**src/rtl/chi_pkg.sv**
```systemverilog
/*
  Shared constants and types of the charger host-control block: I2C slave map,
  status and control fields, interrupt timing and protection fold-back levels.
  Assumes one 50 MHz reference clock for every user of this package.
*/
`default_nettype none

package chi_pkg;

  // ---------------------------------------------------------------
  // Timing
  // ---------------------------------------------------------------
  localparam int unsigned CLK_FREQ_HZ      = 50_000_000;
  localparam int unsigned INT_PULSE_US     = 1000;
  localparam int unsigned INT_PULSE_CYCLES = (CLK_FREQ_HZ / 1_000_000) * INT_PULSE_US;

  // ---------------------------------------------------------------
  // I2C map
  // ---------------------------------------------------------------
  localparam logic [6:0]  SLAVE_ADDR = 7'h74;
  localparam int unsigned NUM_REGS   = 8;
  localparam logic [7:0]  REG_STATUS = 8'h00;
  localparam logic [7:0]  REG_MASK   = 8'h01;
  localparam logic [7:0]  REG_CTRL   = 8'h02;
  localparam logic [7:0]  REG_RESET  = 8'h00;

  // Status and mask bit positions
  localparam int unsigned STS_CHG_DONE  = 0;
  localparam int unsigned STS_OVERHEAT  = 1;
  localparam int unsigned STS_BUS_SHORT = 2;
  localparam int unsigned STS_LOAD_A    = 3;
  localparam int unsigned STS_LOAD_B    = 4;
  localparam int unsigned STS_ADAPTER   = 5;

  // Control bit positions
  localparam int unsigned CTRL_DISCHARGE = 0;
  localparam int unsigned CTRL_OVP_OFF   = 1;
  localparam int unsigned CTRL_FOLD_OFF  = 2;

  // ---------------------------------------------------------------
  // Current limit scaling in percent of the setting
  // ---------------------------------------------------------------
  localparam logic [6:0] LIMIT_FULL_PCT = 7'h64;
  localparam logic [6:0] FOLD_BUS_PCT   = 7'h16;
  localparam logic [6:0] FOLD_BAT_PCT   = 7'h0A;

  localparam int unsigned BUF_DEPTH = 2;

  // ---------------------------------------------------------------
  // Types
  // ---------------------------------------------------------------
  typedef enum logic [2:0] {
    I2C_IDLE,
    I2C_ADDR,
    I2C_REG,
    I2C_WDAT,
    I2C_RDAT
  } chi_state_e;

  // Comparator levels from the analog front end
  typedef struct packed {
    logic bus_over;
    logic bat_over;
    logic bus_low;
    logic temp_high;
    logic temp_cool;
    logic adapter_sense_pin;
    logic charge_done;
    logic load_a;
    logic load_b;
  } chi_sense_s;

  typedef struct packed {
    logic [7:0] addr;
    logic [7:0] data;
  } chi_wr_s;

endpackage

`default_nettype wire

```
**src/rtl/chi_buf2.sv**
```systemverilog
/*
  Small FIFO with valid/ready on both sides, used as the write buffer.
  Assumes one clock; the drain side may stall at will.
*/
`default_nettype none

module chi_buf2 #(
  parameter int unsigned WIDTH = 16,
  parameter int unsigned DEPTH = 2
) (
  // Clock and reset
  input  wire logic             ref_clk,
  input  wire logic             reset_n,
  // Fill side
  input  wire logic             in_valid,
  output logic                  in_ready,
  input  wire logic [WIDTH-1:0] in_data,
  // Drain side
  output logic                  out_valid,
  input  wire logic             out_ready,
  output logic [WIDTH-1:0]      out_data
);
  localparam int unsigned PW = $clog2(DEPTH);

  logic [WIDTH-1:0] mem_q [DEPTH];
  logic [PW-1:0]    wp_q;
  logic [PW-1:0]    rp_q;
  logic [PW:0]      cnt_q;
  logic             push_w;
  logic             pop_w;

  assign in_ready  = cnt_q != (PW+1)'(DEPTH);
  assign out_valid = cnt_q != '0;
  assign out_data  = mem_q[rp_q];
  assign push_w    = in_valid & in_ready;
  assign pop_w     = out_valid & out_ready;

  always_ff @(posedge ref_clk) begin
    if (push_w) begin
      mem_q[wp_q] <= in_data;
    end
  end

  always_ff @(posedge ref_clk or negedge reset_n) begin
    if (!reset_n) begin
      wp_q  <= '0;
      rp_q  <= '0;
      cnt_q <= '0;
    end else begin
      if (push_w) begin
        wp_q <= (wp_q == PW'(DEPTH - 1)) ? '0 : wp_q + PW'(1);
      end
      if (pop_w) begin
        rp_q <= (rp_q == PW'(DEPTH - 1)) ? '0 : rp_q + PW'(1);
      end
      cnt_q <= cnt_q + (PW+1)'(push_w) - (PW+1)'(pop_w);
    end
  end
endmodule

`default_nettype wire

```
**src/rtl/chi_charger_ctrl.sv**
```systemverilog
/*
  Host-side control of the charger: I2C slave with a small register file,
  interrupt generator, standby/shutdown control and protection gating.
  Assumes comparator levels and pins are asynchronous to ref_clk and that
  the register write stream consumer may stall.
*/
`default_nettype none

module chi_charger_ctrl #(
  parameter int unsigned PULSE_CYCLES = chi_pkg::INT_PULSE_CYCLES
) (
  // Clock and reset
  input  wire logic                ref_clk,
  input  wire logic                reset_n,
  // Mode pins
  input  wire logic                chip_enable_n,
  input  wire logic                power_stage_halt,
  // I2C pins, open drain
  input  wire logic                scl_in,
  output logic                     scl_out,
  output logic                     scl_oe,
  input  wire logic                sda_in,
  output logic                     sda_out,
  output logic                     sda_oe,
  // Interrupt pin
  output logic                     int_n,
  // Comparator levels
  input  wire chi_pkg::chi_sense_s sense,
  // Register write stream
  output logic                     reg_wr_valid,
  output var chi_pkg::chi_wr_s     reg_wr,
  input  wire logic                reg_wr_ready,
  // Power stage control
  output logic                     switch_enable,
  output logic                     standby,
  output logic                     shutdown,
  output logic                     discharge_enable,
  output logic [6:0]               bus_current_limit_pct,
  output logic [6:0]               battery_current_limit_pct
);
  import chi_pkg::*;

  localparam int unsigned NS = $bits(chi_sense_s);
  localparam int unsigned CW = $clog2(PULSE_CYCLES + 1);
  localparam int unsigned IW = $clog2(NUM_REGS);
  localparam logic [NS+3:0] SYNC_RST = {4'hE, {NS{1'b0}}};
  // Adapter, overheat and charge done react to both edges
  localparam logic [4:0] BOTH_EDGES = 5'h13;

  function automatic logic addr_ok(input logic [7:0] a);
    return a < 8'(NUM_REGS);
  endfunction

  // ---------------------------------------------------------------
  // Input synchronisers
  // ---------------------------------------------------------------
  logic [NS+3:0] sync1_q;
  logic [NS+3:0] sync2_q;
  logic          scl_s;
  logic          sda_s;
  logic          ce_n_s;
  logic          halt_s;
  chi_sense_s    sns;

  // SCL is sampled as data; 50 MHz gives ample margin at 400 kHz
  always_ff @(posedge ref_clk or negedge reset_n) begin
    if (!reset_n) begin
      sync1_q <= SYNC_RST;
      sync2_q <= SYNC_RST;
    end else begin
      sync1_q <= {scl_in, sda_in, chip_enable_n, power_stage_halt, sense};
      sync2_q <= sync1_q;
    end
  end

  assign {scl_s, sda_s, ce_n_s, halt_s, sns} = sync2_q;

  // ---------------------------------------------------------------
  // Bus conditions
  // ---------------------------------------------------------------
  logic scl_d_q;
  logic sda_d_q;
  logic scl_rise_w;
  logic scl_fall_w;
  logic start_w;
  logic stop_w;

  always_ff @(posedge ref_clk or negedge reset_n) begin
    if (!reset_n) begin
      scl_d_q <= 1'b1;
      sda_d_q <= 1'b1;
    end else begin
      scl_d_q <= scl_s;
      sda_d_q <= sda_s;
    end
  end

  assign scl_rise_w = scl_s & ~scl_d_q;
  assign scl_fall_w = ~scl_s & scl_d_q;
  assign start_w    = scl_s & scl_d_q & sda_d_q & ~sda_s;
  assign stop_w     = scl_s & scl_d_q & ~sda_d_q & sda_s;

  // ---------------------------------------------------------------
  // Register file
  // ---------------------------------------------------------------
  logic [7:0] regs_q [NUM_REGS];
  logic [7:0] mask_w;
  logic [7:0] ctrl_w;
  logic [7:0] status_w;
  logic       wr_fire_w;

  assign mask_w    = regs_q[REG_MASK[IW-1:0]];
  assign ctrl_w    = regs_q[REG_CTRL[IW-1:0]];
  assign wr_fire_w = reg_wr_valid & reg_wr_ready;

  // Status is not storage; writes to its address are dropped
  always_ff @(posedge ref_clk or negedge reset_n) begin
    if (!reset_n) begin
      for (int i = 0; i < NUM_REGS; i++) begin
        regs_q[i] <= REG_RESET;
      end
    end else if (wr_fire_w && reg_wr.addr != REG_STATUS && addr_ok(reg_wr.addr)) begin
      regs_q[reg_wr.addr[IW-1:0]] <= reg_wr.data;
    end
  end

  // ---------------------------------------------------------------
  // Protection and modes
  // ---------------------------------------------------------------
  logic       discharge_w;
  logic       bus_ovp_w;
  logic       short_w;
  logic       overheat_q;
  logic       switch_d;
  logic       fold_w;
  logic       switch_q;
  logic       standby_q;
  logic       shutdown_q;
  logic [6:0] bus_pct_q;
  logic [6:0] bat_pct_q;

  assign discharge_w = ctrl_w[CTRL_DISCHARGE];
  assign bus_ovp_w   = discharge_w & ~ctrl_w[CTRL_OVP_OFF] & sns.bus_over;
  assign short_w     = discharge_w & sns.bus_low;
  assign fold_w      = short_w & ~ctrl_w[CTRL_FOLD_OFF];
  // Battery overvoltage applies whatever the mode
  assign switch_d    = ~ce_n_s & ~halt_s & ~bus_ovp_w & ~sns.bat_over & ~overheat_q;

  // Hot wins over cool, so a noisy pair keeps the stage off
  always_ff @(posedge ref_clk or negedge reset_n) begin
    if (!reset_n) begin
      overheat_q <= 1'b0;
    end else begin
      overheat_q <= sns.temp_high | (overheat_q & ~sns.temp_cool);
    end
  end

  always_ff @(posedge ref_clk or negedge reset_n) begin
    if (!reset_n) begin
      switch_q   <= 1'b0;
      standby_q  <= 1'b0;
      shutdown_q <= 1'b1;
      bus_pct_q  <= LIMIT_FULL_PCT;
      bat_pct_q  <= LIMIT_FULL_PCT;
    end else begin
      switch_q   <= switch_d;
      standby_q  <= ~ce_n_s & halt_s;
      shutdown_q <= ce_n_s;
      bus_pct_q  <= fold_w ? FOLD_BUS_PCT : LIMIT_FULL_PCT;
      bat_pct_q  <= fold_w ? FOLD_BAT_PCT : LIMIT_FULL_PCT;
    end
  end

  assign switch_enable             = switch_q;
  assign standby                   = standby_q;
  assign shutdown                  = shutdown_q;
  assign discharge_enable          = discharge_w;
  assign bus_current_limit_pct     = bus_pct_q;
  assign battery_current_limit_pct = bat_pct_q;

  // ---------------------------------------------------------------
  // Status flags and interrupt
  // ---------------------------------------------------------------
  logic [4:0]    ev_now_w;
  logic [4:0]    ev_prev_q;
  logic [4:0]    ev_edge_w;
  logic [4:0]    ev_mask_w;
  logic          evt_w;
  logic [1:0]    loads_q;
  logic          status_clr_w;
  logic          short_int_w;
  logic [CW-1:0] int_cnt_q;
  logic [CW-1:0] int_cnt_d;
  logic          int_n_q;

  assign ev_now_w  = {sns.adapter_sense_pin, sns.load_b, sns.load_a, overheat_q, sns.charge_done};
  // Load inputs only count their rising edge
  assign ev_edge_w = (ev_now_w ^ ev_prev_q) & (ev_now_w | BOTH_EDGES);
  assign ev_mask_w = {mask_w[STS_ADAPTER], mask_w[STS_LOAD_B], mask_w[STS_LOAD_A],
                      mask_w[STS_OVERHEAT], mask_w[STS_CHG_DONE]};
  assign evt_w       = |(ev_edge_w & ~ev_mask_w);
  assign short_int_w = short_w & ~mask_w[STS_BUS_SHORT];
  assign int_cnt_d   = evt_w ? CW'(PULSE_CYCLES) :
                       (int_cnt_q != '0) ? int_cnt_q - CW'(1) : '0;

  // Live flags pass straight through; only load flags are sticky
  assign status_w = {2'h0, sns.adapter_sense_pin, loads_q, short_w, overheat_q, sns.charge_done};

  always_ff @(posedge ref_clk or negedge reset_n) begin
    if (!reset_n) begin
      ev_prev_q <= '0;
      loads_q   <= '0;
      int_cnt_q <= '0;
      int_n_q   <= 1'b1;
    end else begin
      ev_prev_q <= ev_now_w;
      // A new edge in the read cycle survives the clear
      loads_q   <= ev_edge_w[3:2] | (loads_q & {2{~status_clr_w}});
      int_cnt_q <= int_cnt_d;
      int_n_q   <= ~((int_cnt_q != '0) | short_int_w);
    end
  end

  assign int_n = int_n_q;

  // ---------------------------------------------------------------
  // I2C slave
  // ---------------------------------------------------------------
  chi_state_e state_q;
  logic [3:0] bit_cnt_q;
  logic       ack_q;
  logic       mnack_q;
  logic       sda_oe_q;
  logic       stretch_q;
  logic [7:0] shift_q;
  logic [7:0] rd_q;
  logic [7:0] ptr_q;
  logic       byte_end_w;
  logic       addr_hit_w;
  logic [7:0] rd_data_w;
  logic       rd_load_w;
  logic       buf_in_ready;
  chi_wr_s    buf_in_w;

  assign byte_end_w = ~ack_q & (bit_cnt_q == 4'h8);
  assign addr_hit_w = shift_q[7:1] == SLAVE_ADDR;
  assign rd_data_w  = (ptr_q == REG_STATUS) ? status_w :
                      addr_ok(ptr_q) ? regs_q[ptr_q[IW-1:0]] : 8'h00;
  assign rd_load_w  = ~ce_n_s & ~start_w & ~stop_w & scl_fall_w & ack_q &
                      (state_q == I2C_RDAT) & ~mnack_q;
  assign status_clr_w = rd_load_w & (ptr_q == REG_STATUS);
  assign buf_in_w   = '{addr: ptr_q, data: shift_q};

  always_ff @(posedge ref_clk or negedge reset_n) begin
    if (!reset_n) begin
      state_q   <= I2C_IDLE;
      bit_cnt_q <= '0;
      ack_q     <= 1'b0;
      mnack_q   <= 1'b0;
      sda_oe_q  <= 1'b0;
      stretch_q <= 1'b0;
      shift_q   <= '0;
      rd_q      <= '0;
      ptr_q     <= '0;
    end else if (ce_n_s || stop_w) begin
      state_q   <= I2C_IDLE;
      ack_q     <= 1'b0;
      sda_oe_q  <= 1'b0;
      stretch_q <= 1'b0;
    end else if (start_w) begin
      state_q   <= I2C_ADDR;
      bit_cnt_q <= '0;
      ack_q     <= 1'b0;
      mnack_q   <= 1'b0;
      sda_oe_q  <= 1'b0;
      stretch_q <= 1'b0;
    end else if (stretch_q) begin
      if (buf_in_ready) begin
        stretch_q <= 1'b0;
        ack_q     <= 1'b1;
        sda_oe_q  <= 1'b1;
        ptr_q     <= ptr_q + 8'h01;
      end
    end else if (scl_rise_w && state_q != I2C_IDLE) begin
      if (!ack_q) begin
        shift_q   <= {shift_q[6:0], sda_s};
        bit_cnt_q <= bit_cnt_q + 4'h1;
      end else if (state_q == I2C_RDAT) begin
        mnack_q <= sda_s;
      end
    end else if (scl_fall_w && state_q != I2C_IDLE) begin
      if (byte_end_w) begin
        bit_cnt_q <= '0;
        case (state_q)
          I2C_ADDR: begin
            if (addr_hit_w) begin
              ack_q    <= 1'b1;
              sda_oe_q <= 1'b1;
              state_q  <= shift_q[0] ? I2C_RDAT : I2C_REG;
            end else begin
              state_q <= I2C_IDLE;
            end
          end
          I2C_REG: begin
            if (addr_ok(shift_q)) begin
              ptr_q    <= shift_q;
              ack_q    <= 1'b1;
              sda_oe_q <= 1'b1;
              state_q  <= I2C_WDAT;
            end else begin
              state_q <= I2C_IDLE;
            end
          end
          I2C_WDAT: begin
            if (addr_ok(ptr_q)) begin
              stretch_q <= 1'b1;
            end else begin
              state_q <= I2C_IDLE;
            end
          end
          I2C_RDAT: begin
            ack_q    <= 1'b1;
            sda_oe_q <= 1'b0;
          end
          default: state_q <= I2C_IDLE;
        endcase
      end else if (ack_q) begin
        ack_q <= 1'b0;
        if (rd_load_w) begin
          rd_q     <= rd_data_w;
          sda_oe_q <= ~rd_data_w[7];
          ptr_q    <= ptr_q + 8'h01;
        end else begin
          sda_oe_q <= 1'b0;
          if (mnack_q) begin
            state_q <= I2C_IDLE;
          end
        end
      end else if (state_q == I2C_RDAT) begin
        rd_q     <= {rd_q[6:0], 1'b0};
        sda_oe_q <= ~rd_q[6];
      end
    end
  end

  // Only low is ever driven on either line
  assign scl_out = 1'b0;
  assign sda_out = 1'b0;
  assign scl_oe  = stretch_q;
  assign sda_oe  = sda_oe_q;

  // Two entries decouple the I2C byte rate from a slow consumer
  chi_buf2 #(
    .WIDTH ($bits(chi_wr_s)),
    .DEPTH (BUF_DEPTH)
  ) u_wr_buf (
    .ref_clk   (ref_clk),
    .reset_n   (reset_n),
    .in_valid  (stretch_q),
    .in_ready  (buf_in_ready),
    .in_data   (buf_in_w),
    .out_valid (reg_wr_valid),
    .out_ready (reg_wr_ready),
    .out_data  (reg_wr)
  );
endmodule

`default_nettype wire

```
**config.mk**
```make
export PLATFORM = sky130hd
export DESIGN_NAME = chi_charger_ctrl
export DESIGN_NICKNAME = d
export VERILOG_FILES = /design/src/rtl/chi_pkg.sv /design/src/rtl/chi_buf2.sv /design/src/rtl/chi_charger_ctrl.sv
export SDC_FILE = /design/constraint.sdc
export NUM_CORES = 1
export LEC_CHECK = 0
export BUFFER_PORTS_ARGS = -buffer_cell sky130_fd_sc_hd__clkbuf_2
export CAP_MARGIN = 20
export CORE_MARGIN = 3
export CORE_UTILIZATION = 50
export DETAILED_ROUTE_END_ITERATION = 7
export PLACE_DENSITY_LB_ADDON = 0.08
export REMOVE_ABC_BUFFERS = 1
export SLEW_MARGIN = 0
export SYNTH_ARGS = -nofsm -noshare
export SYNTH_HDL_FRONTEND = slang
export SYNTH_SLANG_ARGS = --single-unit
```
**constraint.sdc**
```tcl
create_clock -name ref_clk -period 2.6 [get_ports ref_clk]
set_input_delay 0.13 -clock ref_clk [delete_from_list [all_inputs] [get_ports ref_clk]]
set_output_delay 0.13 -clock ref_clk [all_outputs]
set_load 0.005 [all_outputs]
```
Word level (Yosys, flattened, before mapping)
Memory sizes are Yosys's and may differ from the RTL's.
Cells that the tools add are included.
{ "totals": {"reg_bits": 172, "latch_bits": 0, "mem_bits_rw": 32, "mem_bits_ro": 0, "input_bits": 16, "wordCells": 251, "n_memories": 1} }
{ "memory_table": {"columns": ["name", "words", "width", "read_ports", "rd_clocked_by_memory_dff", "wr", "line", "source"], "rows": [
  ["u_wr_buf.mem_q", 2, 16, 1, 0, 1, "chi_buf2.sv:25", "logic [WIDTH-1:0] mem_q [DEPTH];"]
]} }
{ "classes": {"addsub": 7, "n_mul": 0, "div_mod_pow": 0, "order_cmp": 6, "eq_ne": 24, "n_shift": 0, "mux": 82, "n_bitwise": 63, "n_reduce_logical": 34} }
{ "ops": {"columns": ["op", "n"], "rows": [
  ["$mux W8", 14],
  ["$bwmux W64", 1],
  ["$mux W1", 36],
  ["$mux W3", 12],
  ["$mux W7", 5],
  ["$mux W16", 2],
  ["$and A1 B1 Y1", 28],
  ["$not A1 Y1", 25],
  ["$bmux W8 S3", 1],
  ["$demux W8 S3", 1],
  ["$lt A8 B4 Y1 const B", 3],
  ["$mux W4", 6],
  ["$reduce_bool A3 Y1", 6],
  ["$reduce_and A8 Y1", 2],
  ["$reduce_bool A16 Y1", 1],
  ["$sub A16 B1 Y16 const B", 1],
  ["$reduce_and A5 Y1", 3],
  ["$ne A6 B6 Y1 const B", 2],
  ["$pmux W3 S4", 1],
  ["$reduce_bool A2 Y1", 6],
  ["$reduce_bool A4 Y1", 3],
  ["$and A5 B5 Y5", 2],
  ["$ne A3 B2 Y1 const B", 3],
  ["$reduce_and A9 Y1", 1],
  ["other kinds (36)", 51]
]} }

Logic depth before layout (Yosys ltp)
Gate-level depths: netlist of run 1.
{ "logic_depth": {"ltp_word": 18, "mapped_depth": 10, "depth_no_buf": 7} }

By module
Synthesis of run 1 repeated with hierarchy kept, for this count alone.
{ "hier_totals": {"cells_unflattened": 647, "area_unflattened_um2": 8541.9} }
{ "modules_own_cells": {"columns": ["module", "n_inst", "cells_each", "area_per_inst_um2"], "rows": [
  ["chi_charger_ctrl", 1, 575, 7165.6],
  ["chi_buf2", 1, 72, 1376.3]
]} }

Worst setup path after synthesis of run 1
OpenSTA, ideal clock, no wires.
{ "synth_timing": {"path_type": "register to register", "start": "register ptr_q[1]", "end": "register rd_q[2]", "setup_ps": 125, "arrival_ps": 2253, "required_time_ps": 2475, "path_slack_ps": 222, "path_stages_with_launch": 10, "period_less_slack_ps": 2378, "cell_sequence": "dfrtp_1 -> clkbuf_1 -> buf_1 -> inv_1 -> ha_1 -> buf_1 -> or2_2 -> a21oi_1 -> o32ai_1 -> mux2_2"} }
{ "synth_via": {"elab_chain_cells": 8} }
{ "synth_lines": {"columns": ["item", "line", "source"], "rows": [
  ["start: declaration", "chi_charger_ctrl.sv:237", "logic [7:0] ptr_q;"],
  ["start signal: assignment", "chi_charger_ctrl.sv:282", "ptr_q <= ptr_q + 8'h01;"],
  ["start signal: assignment", "chi_charger_ctrl.sv:306", "ptr_q <= shift_q;"],
  ["start signal: assignment", "chi_charger_ctrl.sv:332", "ptr_q <= ptr_q + 8'h01;"],
  ["$not A3 Y4 (implied by the code)", "chi_charger_ctrl.sv:248", "addr_ok(ptr_q) ? regs_q[ptr_q[IW-1:0]] : 8'h00;"],
  ["$bmux W8 S3", "chi_charger_ctrl.sv:248", null],
  ["$mux W8 (implied by the code) (2 in series)", "chi_charger_ctrl.sv:248", null],
  ["$mux W8", "chi_charger_ctrl.sv:248", null],
  ["$mux W8 *", "chi_charger_ctrl.sv:247", "assign rd_data_w = (ptr_q == REG_STATUS) ? status_w :"],
  ["$mux W7 *", "chi_charger_ctrl.sv:329", "if (rd_load_w) begin"],
  ["$mux W7 *", "chi_charger_ctrl.sv:327", "end else if (ack_q) begin"],
  ["end signal: assignment", "chi_charger_ctrl.sv:330", "rd_q <= rd_data_w;"],
  ["end signal: assignment", "chi_charger_ctrl.sv:340", "rd_q <= {rd_q[6:0], 1'b0};"],
  ["end: declaration", "chi_charger_ctrl.sv:236", "logic [7:0] rd_q;"]
]} }
Mark *: on every way between the ends. The rest lies on a longest branch, timed or not. The select of a mux whose other input is x is not followed.
A chain may end at the register's enable or synchronous reset.

Final worst setup path of run 1
{ "layout_timing": {"start": "register scl_d_q", "end": "register rd_q[6]"} }
{ "layout_via": {"elab_chain_cells": 12} }
{ "layout_lines": {"columns": ["item", "line", "source"], "rows": [
  ["start: declaration", "chi_charger_ctrl.sv:81", "logic scl_d_q;"],
  ["start signal: assignment", "chi_charger_ctrl.sv:93", "scl_d_q <= scl_s;"],
  ["$and A1 B1 Y1", "chi_charger_ctrl.sv:100, chi_charger_ctrl.sv:101", null],
  ["$and A1 B1 Y1 (2 in series)", "chi_charger_ctrl.sv:100", "assign start_w = scl_s & scl_d_q & sda_d_q & ~sda_s;"],
  ["$not A1 Y1 (no source line)", null, null],
  ["$and A1 B1 Y1 (5 in series)", "chi_charger_ctrl.sv:249", "assign rd_load_w = ~ce_n_s & ~start_w & ~stop_w & scl_fall_w & ack_q &"],
  ["$and A1 B1 Y1", "chi_charger_ctrl.sv:250", "(state_q == I2C_RDAT) & ~mnack_q;"],
  ["$ne A2 B1 Y1 (no source line)", null, null],
  ["$reduce_and A8 Y1 (no source line) *", null, null]
]} }
Mark *: on every way between the ends. The rest lies on a longest branch, timed or not.

==> results.md, run 1 <==
- Initial antenna violation count: 0
- Top cells by area, synth: dfrtp_1 (44%), mux2_2 (12%), edfxtp_1 (11%)
- Skew final: roughly 12 ps
- Leakage: ~4.3 nW
- DR pass1 iterations: 5
- Worst Tran Pin Value: between 700 and 800 ps
- Starting Density: 51.2%
- Die H: 137 µm
- Fmax: approximately 410 MHz
- IO Pins: 56
- Final min period: between 2000 and 2500 ps
- Ant. Diodes: 0
- Clk buf depth: 2
- TritonCTS clock tree: built
- Initial DRC count: approximately 340
- Largest net degree at the start of global routing: just under 60
- Nets: between 700 and 800
- Die area: between 15000 and 20000 µm²
- RSZ-0062 raised after global routing: false
- CP Capture Type: register
- Fin crit share: 93.3%
- Via count: 5362
- Largest family of logic cells by synthesized area: multiplexers
- Area of the mapped netlist: 8530 µm²
- Share of cells above drive strength 1: roughly 34%
- Post-synthesis mux area share: between 10% and 20%
- Status: completed
- Hold WC Path Type: in -> reg
- Wire per inst: around 18 µm
- VDD IR max: approximately 0.52 mV
- Worst-path fanout max: 9
- Port Buffers: 48
- Fin. max-slew vios: 0
- Post-synth ARST share: a little over four fifths
- Hold Vio Cnt, Final: 0
- H-tree levels: 4
- Core area: 16600 µm²
- Max-cap violations: 0
- Synth Warn #: 0
- Syn avg cell area: roughly 13 µm²
- Die X: 137 µm
- Root buf cell: clkbuf_16
- Main synth FF type: dfrtp_1
- Pwr Density: about 630 nW/µm²
- Top-count cell post-synth: dfrtp_1
- Sequential area share after synthesis: between 50% and 60%
- Worst Setup Path Type: reg -> reg
- Type of origin of the critical path: register
- Global placer's final weighted congestion: just over 0.8
- Vias in the first global route: roughly 5500
- # rows: 47
- Cells after Synth: roughly 650
- Post-synthesis compound-gate area fraction: just over 6%
- DRC violations left: 0
- Grt total ovfl: 0
- Setup TNS: 0 ps
- Gr usage total: approximately a fifth
- Yosys top cell area share: a little over two fifths
- Hold slack: around 110 ps
- FF+latch count, synth: 192
- Post-synthesis cell type count: 65
- Worst slew margin: between 40% and 50%
- Synth Area in XOR/XNOR: under 10%
- Total CTS buffers: 17
- Drt total wl: approximately 18 mm
- Post-Synth Simple-Gate Area: between 10% and 20%
- EDFF count, synth: 32
- Vias per cell: approximately 5.6
- Area grow syn2layout: 15.9%
- Critical Path RT: about 2900 ps
- Post-route ant nets: 0
- Clk sinks: roughly 190
- Worst-path clk slew: 70 ps
- Top cells by count, synth: dfrtp_1 (149), mux2_2 (89), edfxtp_1 (32), nor2_1 (27), inv_1 (25)
- Post-synth top area cell: dfrtp_1
- Final HPWL DP: around 12 mm
- Post-synthesis adder-cell area fraction: ~1.2%
- First-pass GRT wire length: approximately 29 mm
- # setup viols final: 0
- Critical path arrival: approximately 2700 ps
- Clock latency on the worst-skew pair: 430 ps
worst max-delay path, cell delays in order (launching register included):
cell,delay (ps)
dfstp_2,610
nand2b_1,160
or3_1,460
nor3b_1,340
o211ai_1,360
mux2_2,390
flip-flops by register name (all words and copies together) (netlist names), 2 cells and up:
| name | cells |
|---|---|
| bit_cnt_q | 4 |
| regs_q | 48 |
| rd_q | 7 |
| shift_q | 8 |
| loads_q | 2 |
| u_wr_buf.mem_q | 32 |
| ctrl_w | 8 |
| mask_w | 8 |
| ptr_q | 8 |
| state_q | 3 |
| u_wr_buf.cnt_q | 2 |
| int_cnt_q | 16 |
| ev_prev_q | 5 |
| sync1_q | 13 |
| battery_current_limit_pct | 2 |
| sync2_q | 13 |
logic make-up after synthesis:
group,count (synthesis)
and+or+nand+nor,159
other,2
AOI/OAI and AO/OA,81
buffers and inverters,71
muxes,114
xor gates and xnor gates,19
adders and majority gates,8
DFF,192
worst paths after layout:
path | start | end | slack, ps | cells past startpoint
worst max-delay path | scl_d_q$_DFF_PN1_ | rd_q[6]$_DFFE_PN0P_ | 170 | 5
worst min-delay path | reg_wr_ready | u_wr_buf.rp_q$_DFFE_PN0P_ | 110 | 3
worst max register to register | scl_d_q$_DFF_PN1_ | rd_q[6]$_DFFE_PN0P_ | 170 | 5
worst min register to register | sync1_q[0]$_DFF_PN0_ | sync2_q[0]$_DFF_PN0_ | 350 | 0
max in group asynchronous | reset_n | sda_d_q$_DFF_PN1_ | 1560 | 3
min in group asynchronous | reset_n | int_cnt_q[11]$_DFF_PN0_ | 210 | 2
stage by stage:
step / power (mW) / utilization [%] / setup WS, ps / cells / cell area (µm²)
6_report: 6.27 / 59.4 / 174 / 956 / 9880
5_1_grt: 6.51 / 59.4 / 6.04 / 956 / 9880
4_1_cts: 6.34 / 59.3 / 159 / 956 / 9870
3_5_place_dp: 3.62 / 54.8 / 164 / 910 / 9120
3_3_place_gp: 3.60 / 54.8 / 197 / 910 / 9120
2_1_floorplan: 3.43 / - / 79.1 / 607 / 8320
where the power goes:
part / internal [mW] / switching [mW]
Combinational: 0.174 / 0.218
Clock: 1.48 / 1.23
Sequential: 3.12 / 0.0565
Total: 4.77 / 1.50
per-layer routing:
metal	vias to the layer above	GRT usage [%]	share of wire (%)
li1	2504	-	-
met4	0	5.99	1.4
met2	135	31.3	48
met3	17	4.85	4.5
met1	2706	27.9	46
met5	-	0	0
area by class of cell:
| type | instances | area, µm² |
|---|---|---|
| clock buffers | 18 | 429 |
| clock inverters | 14 | 183 |
| fillers | 1347 | 6760 |
| inverters | 27 | 101 |
| multi-input cells | 388 | 3250 |
| flip-flops and latches | 192 | 4980 |
| well taps | 220 | 275 |
| repair buffers | 97 | 662 |
what timing repair did:
action,in CTS,in global routing
setup endpoints to repair,0,3
buffers inserted,0,0
hold buffers,14,0
hold endpoints to repair,61,0
resized for setup,0,1
placed cells by master (no fill, tap or decap), types with 5 or more instances in the layout:
master and instances:
a21oi_1 16, a31oi_1 6, buf_4 34, clkbuf_16 17, clkbuf_2 47, conb_1 7, dfrtp_1 149, dfstp_2 11
dlygate4sd3_1 14, edfxtp_1 32, ha_1 8, inv_1 25, inv_8 7, mux2_2 89, mux2i_1 8, mux4_2 16
nand2_1 24, nand2b_1 6, nand3_1 13, nand3_2 7, nand4b_1 5, nor2_1 27, nor3_1 10, nor3b_1 8
nor4_1 13, o21ai_0 22, o2bb2ai_1 5, o31ai_1 8, or2_2 5, or3_1 8, or4_1 8, xnor2_1 13
xor2_1 6
No activity file was read; power rests on OpenSTA's default activity.
==> run 2: changes to the inputs <==
BUFFER_PORTS_ARGS = not set   (was -buffer_cell sky130_fd_sc_hd__clkbuf_2)
DONT_BUFFER_PORTS = 1   (was not set)
==> results.md, run 2 (same netlist as run 1, synthesis figures left out) <==
- Total power: 6.03 mW (-3.8%)
- Cell mode on critical path: nor4_1
- Vias in the first global route: 5372 (-1.5%)
- Core area: 16600 µm² (unchanged)
- Ant. Diodes: 0 (unchanged)
- Worst-path clk slew: 70 ps (about the same)
- Die area: 18700 µm² (unchanged)
- Worst path setup slack after routing: 120 ps (-54.1 ps)
- Nets: 695 (-7.0%)
- Max FFs per register: 48 (unchanged)
- First-pass GRT wire length: 29.1 mm (+1.7%)
- Most frequent cells in the layout: dfrtp_1 (149), mux2_2 (89), buf_4 (32), edfxtp_1 (32), nor2_1 (27)
- Hold slack: -617 ps (-731 ps)
- Final HPWL DP: 12.2 mm (-2.1%)
- Cell Area, Placed: 8840 µm² (-3.1%)
- Starting Density: 51.2% (unchanged)
- Clk sinks: 192 (unchanged)
- Die X: 137 µm (unchanged)
- # rows: 47 (unchanged)
- TritonCTS clock tree: built
- Dpl cells: 859 (-5.6%)
- Largest net degree at the start of global routing: 161 (+180%)
- Max-cap violations: 0 (unchanged)
- Pre-CTS setup slack: 122 ps (-41.6 ps)
- Cell area after layout: 9540 µm² (-3.4%)
- Skew final: 8.99 ps (-2.68 ps)
- Grt total ovfl: 0 (unchanged)
- CP Capture Type: register
- Vias per cell: 5.83 (+3.9%)
- Reg2Reg Launch Point: ptr_q[5]$_DFFE_PN0P_
- Global placer's final weighted congestion: 0.817 (+0.22%)
- Die H: 137 µm (unchanged)
- Worst-path fanout max: 3 (-6)
- Total CTS buffers: 17 (unchanged)
- DR pass1 iterations: 5 (unchanged)
- Root buf cell: clkbuf_16
- Worst-path cell chain: or4_1 > nor4_1 > nor4_1 > a311oi_1 > mux2_2
- Largest regs: regs_q (48), u_wr_buf.mem_q (32), int_cnt_q (16)
- Worst slew margin: 45.6% (-3.0 points)
- Type of origin of the critical path: register
- Critical Path RT: 2920 ps (about the same)
- Finished Core Util: 57.3% (-2.0 points)
- Post_cts resized: 0 (unchanged)
- Commonest non-fill, non-tap cell in the layout: dfrtp_1
- Post-route ant nets: 0 (unchanged)
- Crit-path max cell delay: 590 ps (-20 ps)
- Clock latency on the worst-skew pair: 430 ps (about the same)
- # setup viols final: 0 (unchanged)
- Fin crit share: 95.4% (+2.1 points)
- Worst Setup Path Type: reg -> reg
- R2R cell count: 5 (unchanged)
- Critical path arrival: 2800 ps (+60 ps)
- H-tree levels: 4 (unchanged)
- Setup TNS: 0 ps (unchanged)
- Final min period: 2480 ps (+54.1 ps)
- Reg2reg end: state_q[2]$_DFFE_PN0P_
- Failing checks: hold timing
- Pwr Density: 632 nW/µm² (-0.41%)
- Area grow syn2layout: 11.9%
- Biggest register: regs_q
- Share of cells above drive strength 1: 28.8% (-5.2 points)
- Gr usage total: 20.4% (+0.42 points)
- DRC violations left: 0 (unchanged)
- Setup slack, reg-to-reg: 120 ps (-50 ps)
- Worst Tran Pin Value: 816 ps (+45.7 ps)
- Max stage delay cell, worst path: or4_1
- Wire per inst: 19.8 µm (+8.0%)
- Status: complete, but fails checks
- VDD IR max: 0.477 mV (-8.3%)
- Initial DRC count: 352 (+2.9%)
- Clk buf depth: 2 (unchanged)
- Hold WC Path Type: in -> async
- # hold bufs at CTS: 13 (-1)
- Initial antenna violation count: 0 (unchanged)
- Hold Vio Cnt, Final: 160 (+160)
- Fmax: 403 MHz (-2.2%)
- Port Buffers: 0 (-100%)
- Setup Fix Bufs, Post-CTS: 0 (unchanged)
- Via count: 5266 (-1.8%)
- Non-filler cells, final: 904 (-5.4%)
- IO Pins: 56 (unchanged)
- Drt total wl: 17.9 mm (+2.1%)
- RSZ-0062 raised after global routing: false
- Fin. max-slew vios: 0 (unchanged)
- Leakage: 4.03 nW (-5.8%)
==> run 2: how the worst max path moves through the flow <==
stage	from	to	slack, ps	depth (start not counted)
after global routing	ptr_q[5]$_DFFE_PN0P_	state_q[2]$_DFFE_PN0P_	10	5
after detailed placement	ptr_q[5]$_DFFE_PN0P_	state_q[2]$_DFFE_PN0P_	120	5
after CTS	ptr_q[5]$_DFFE_PN0P_	state_q[2]$_DFFE_PN0P_	120	5
after floorplan	bit_cnt_q[0]$_DFFE_PN0P_	sda_oe$_DFFE_PN0P_	80	7
after global placement	ptr_q[5]$_DFFE_PN0P_	state_q[1]$_DFFE_PN0P_	200	5
final	ptr_q[5]$_DFFE_PN0P_	state_q[2]$_DFFE_PN0P_	120	5
==> run 2: final cells by class <==
type                       instances  area, µm²
inverter                          27        101
fill                            1346       7100
multi-input combinational        388       3240
tap                              220        275
clock inverter                    12        124
timing repair buffer              45        370
clock buffer                      20        447
sequential                       192       4980
==> run 2: per-layer routing <==
layer	wire length [µm]	vias to the layer above	track usage (%)
met2	8660	136	32.4
met4	168	0	4.70
li1	-	2395	-
met3	883	12	5.33
met1	8170	2723	28.4
met5	0	-	0
==> run 2: worst max-delay path: cells and delay by family (launching register included) <==
kind	cells	cell delay [ps]
simple gates	3	1160
flops	1	380
mux	1	390
compound gates	1	450
==> run 2: report_power, final <==
part	switching, mW	total (mW)	internal (mW)	leakage [nW]
Clock	1.18	2.55	1.38	0.281
Combinational	0.159	0.299	0.140	1.42
Sequential	0.0608	3.18	3.12	2.34
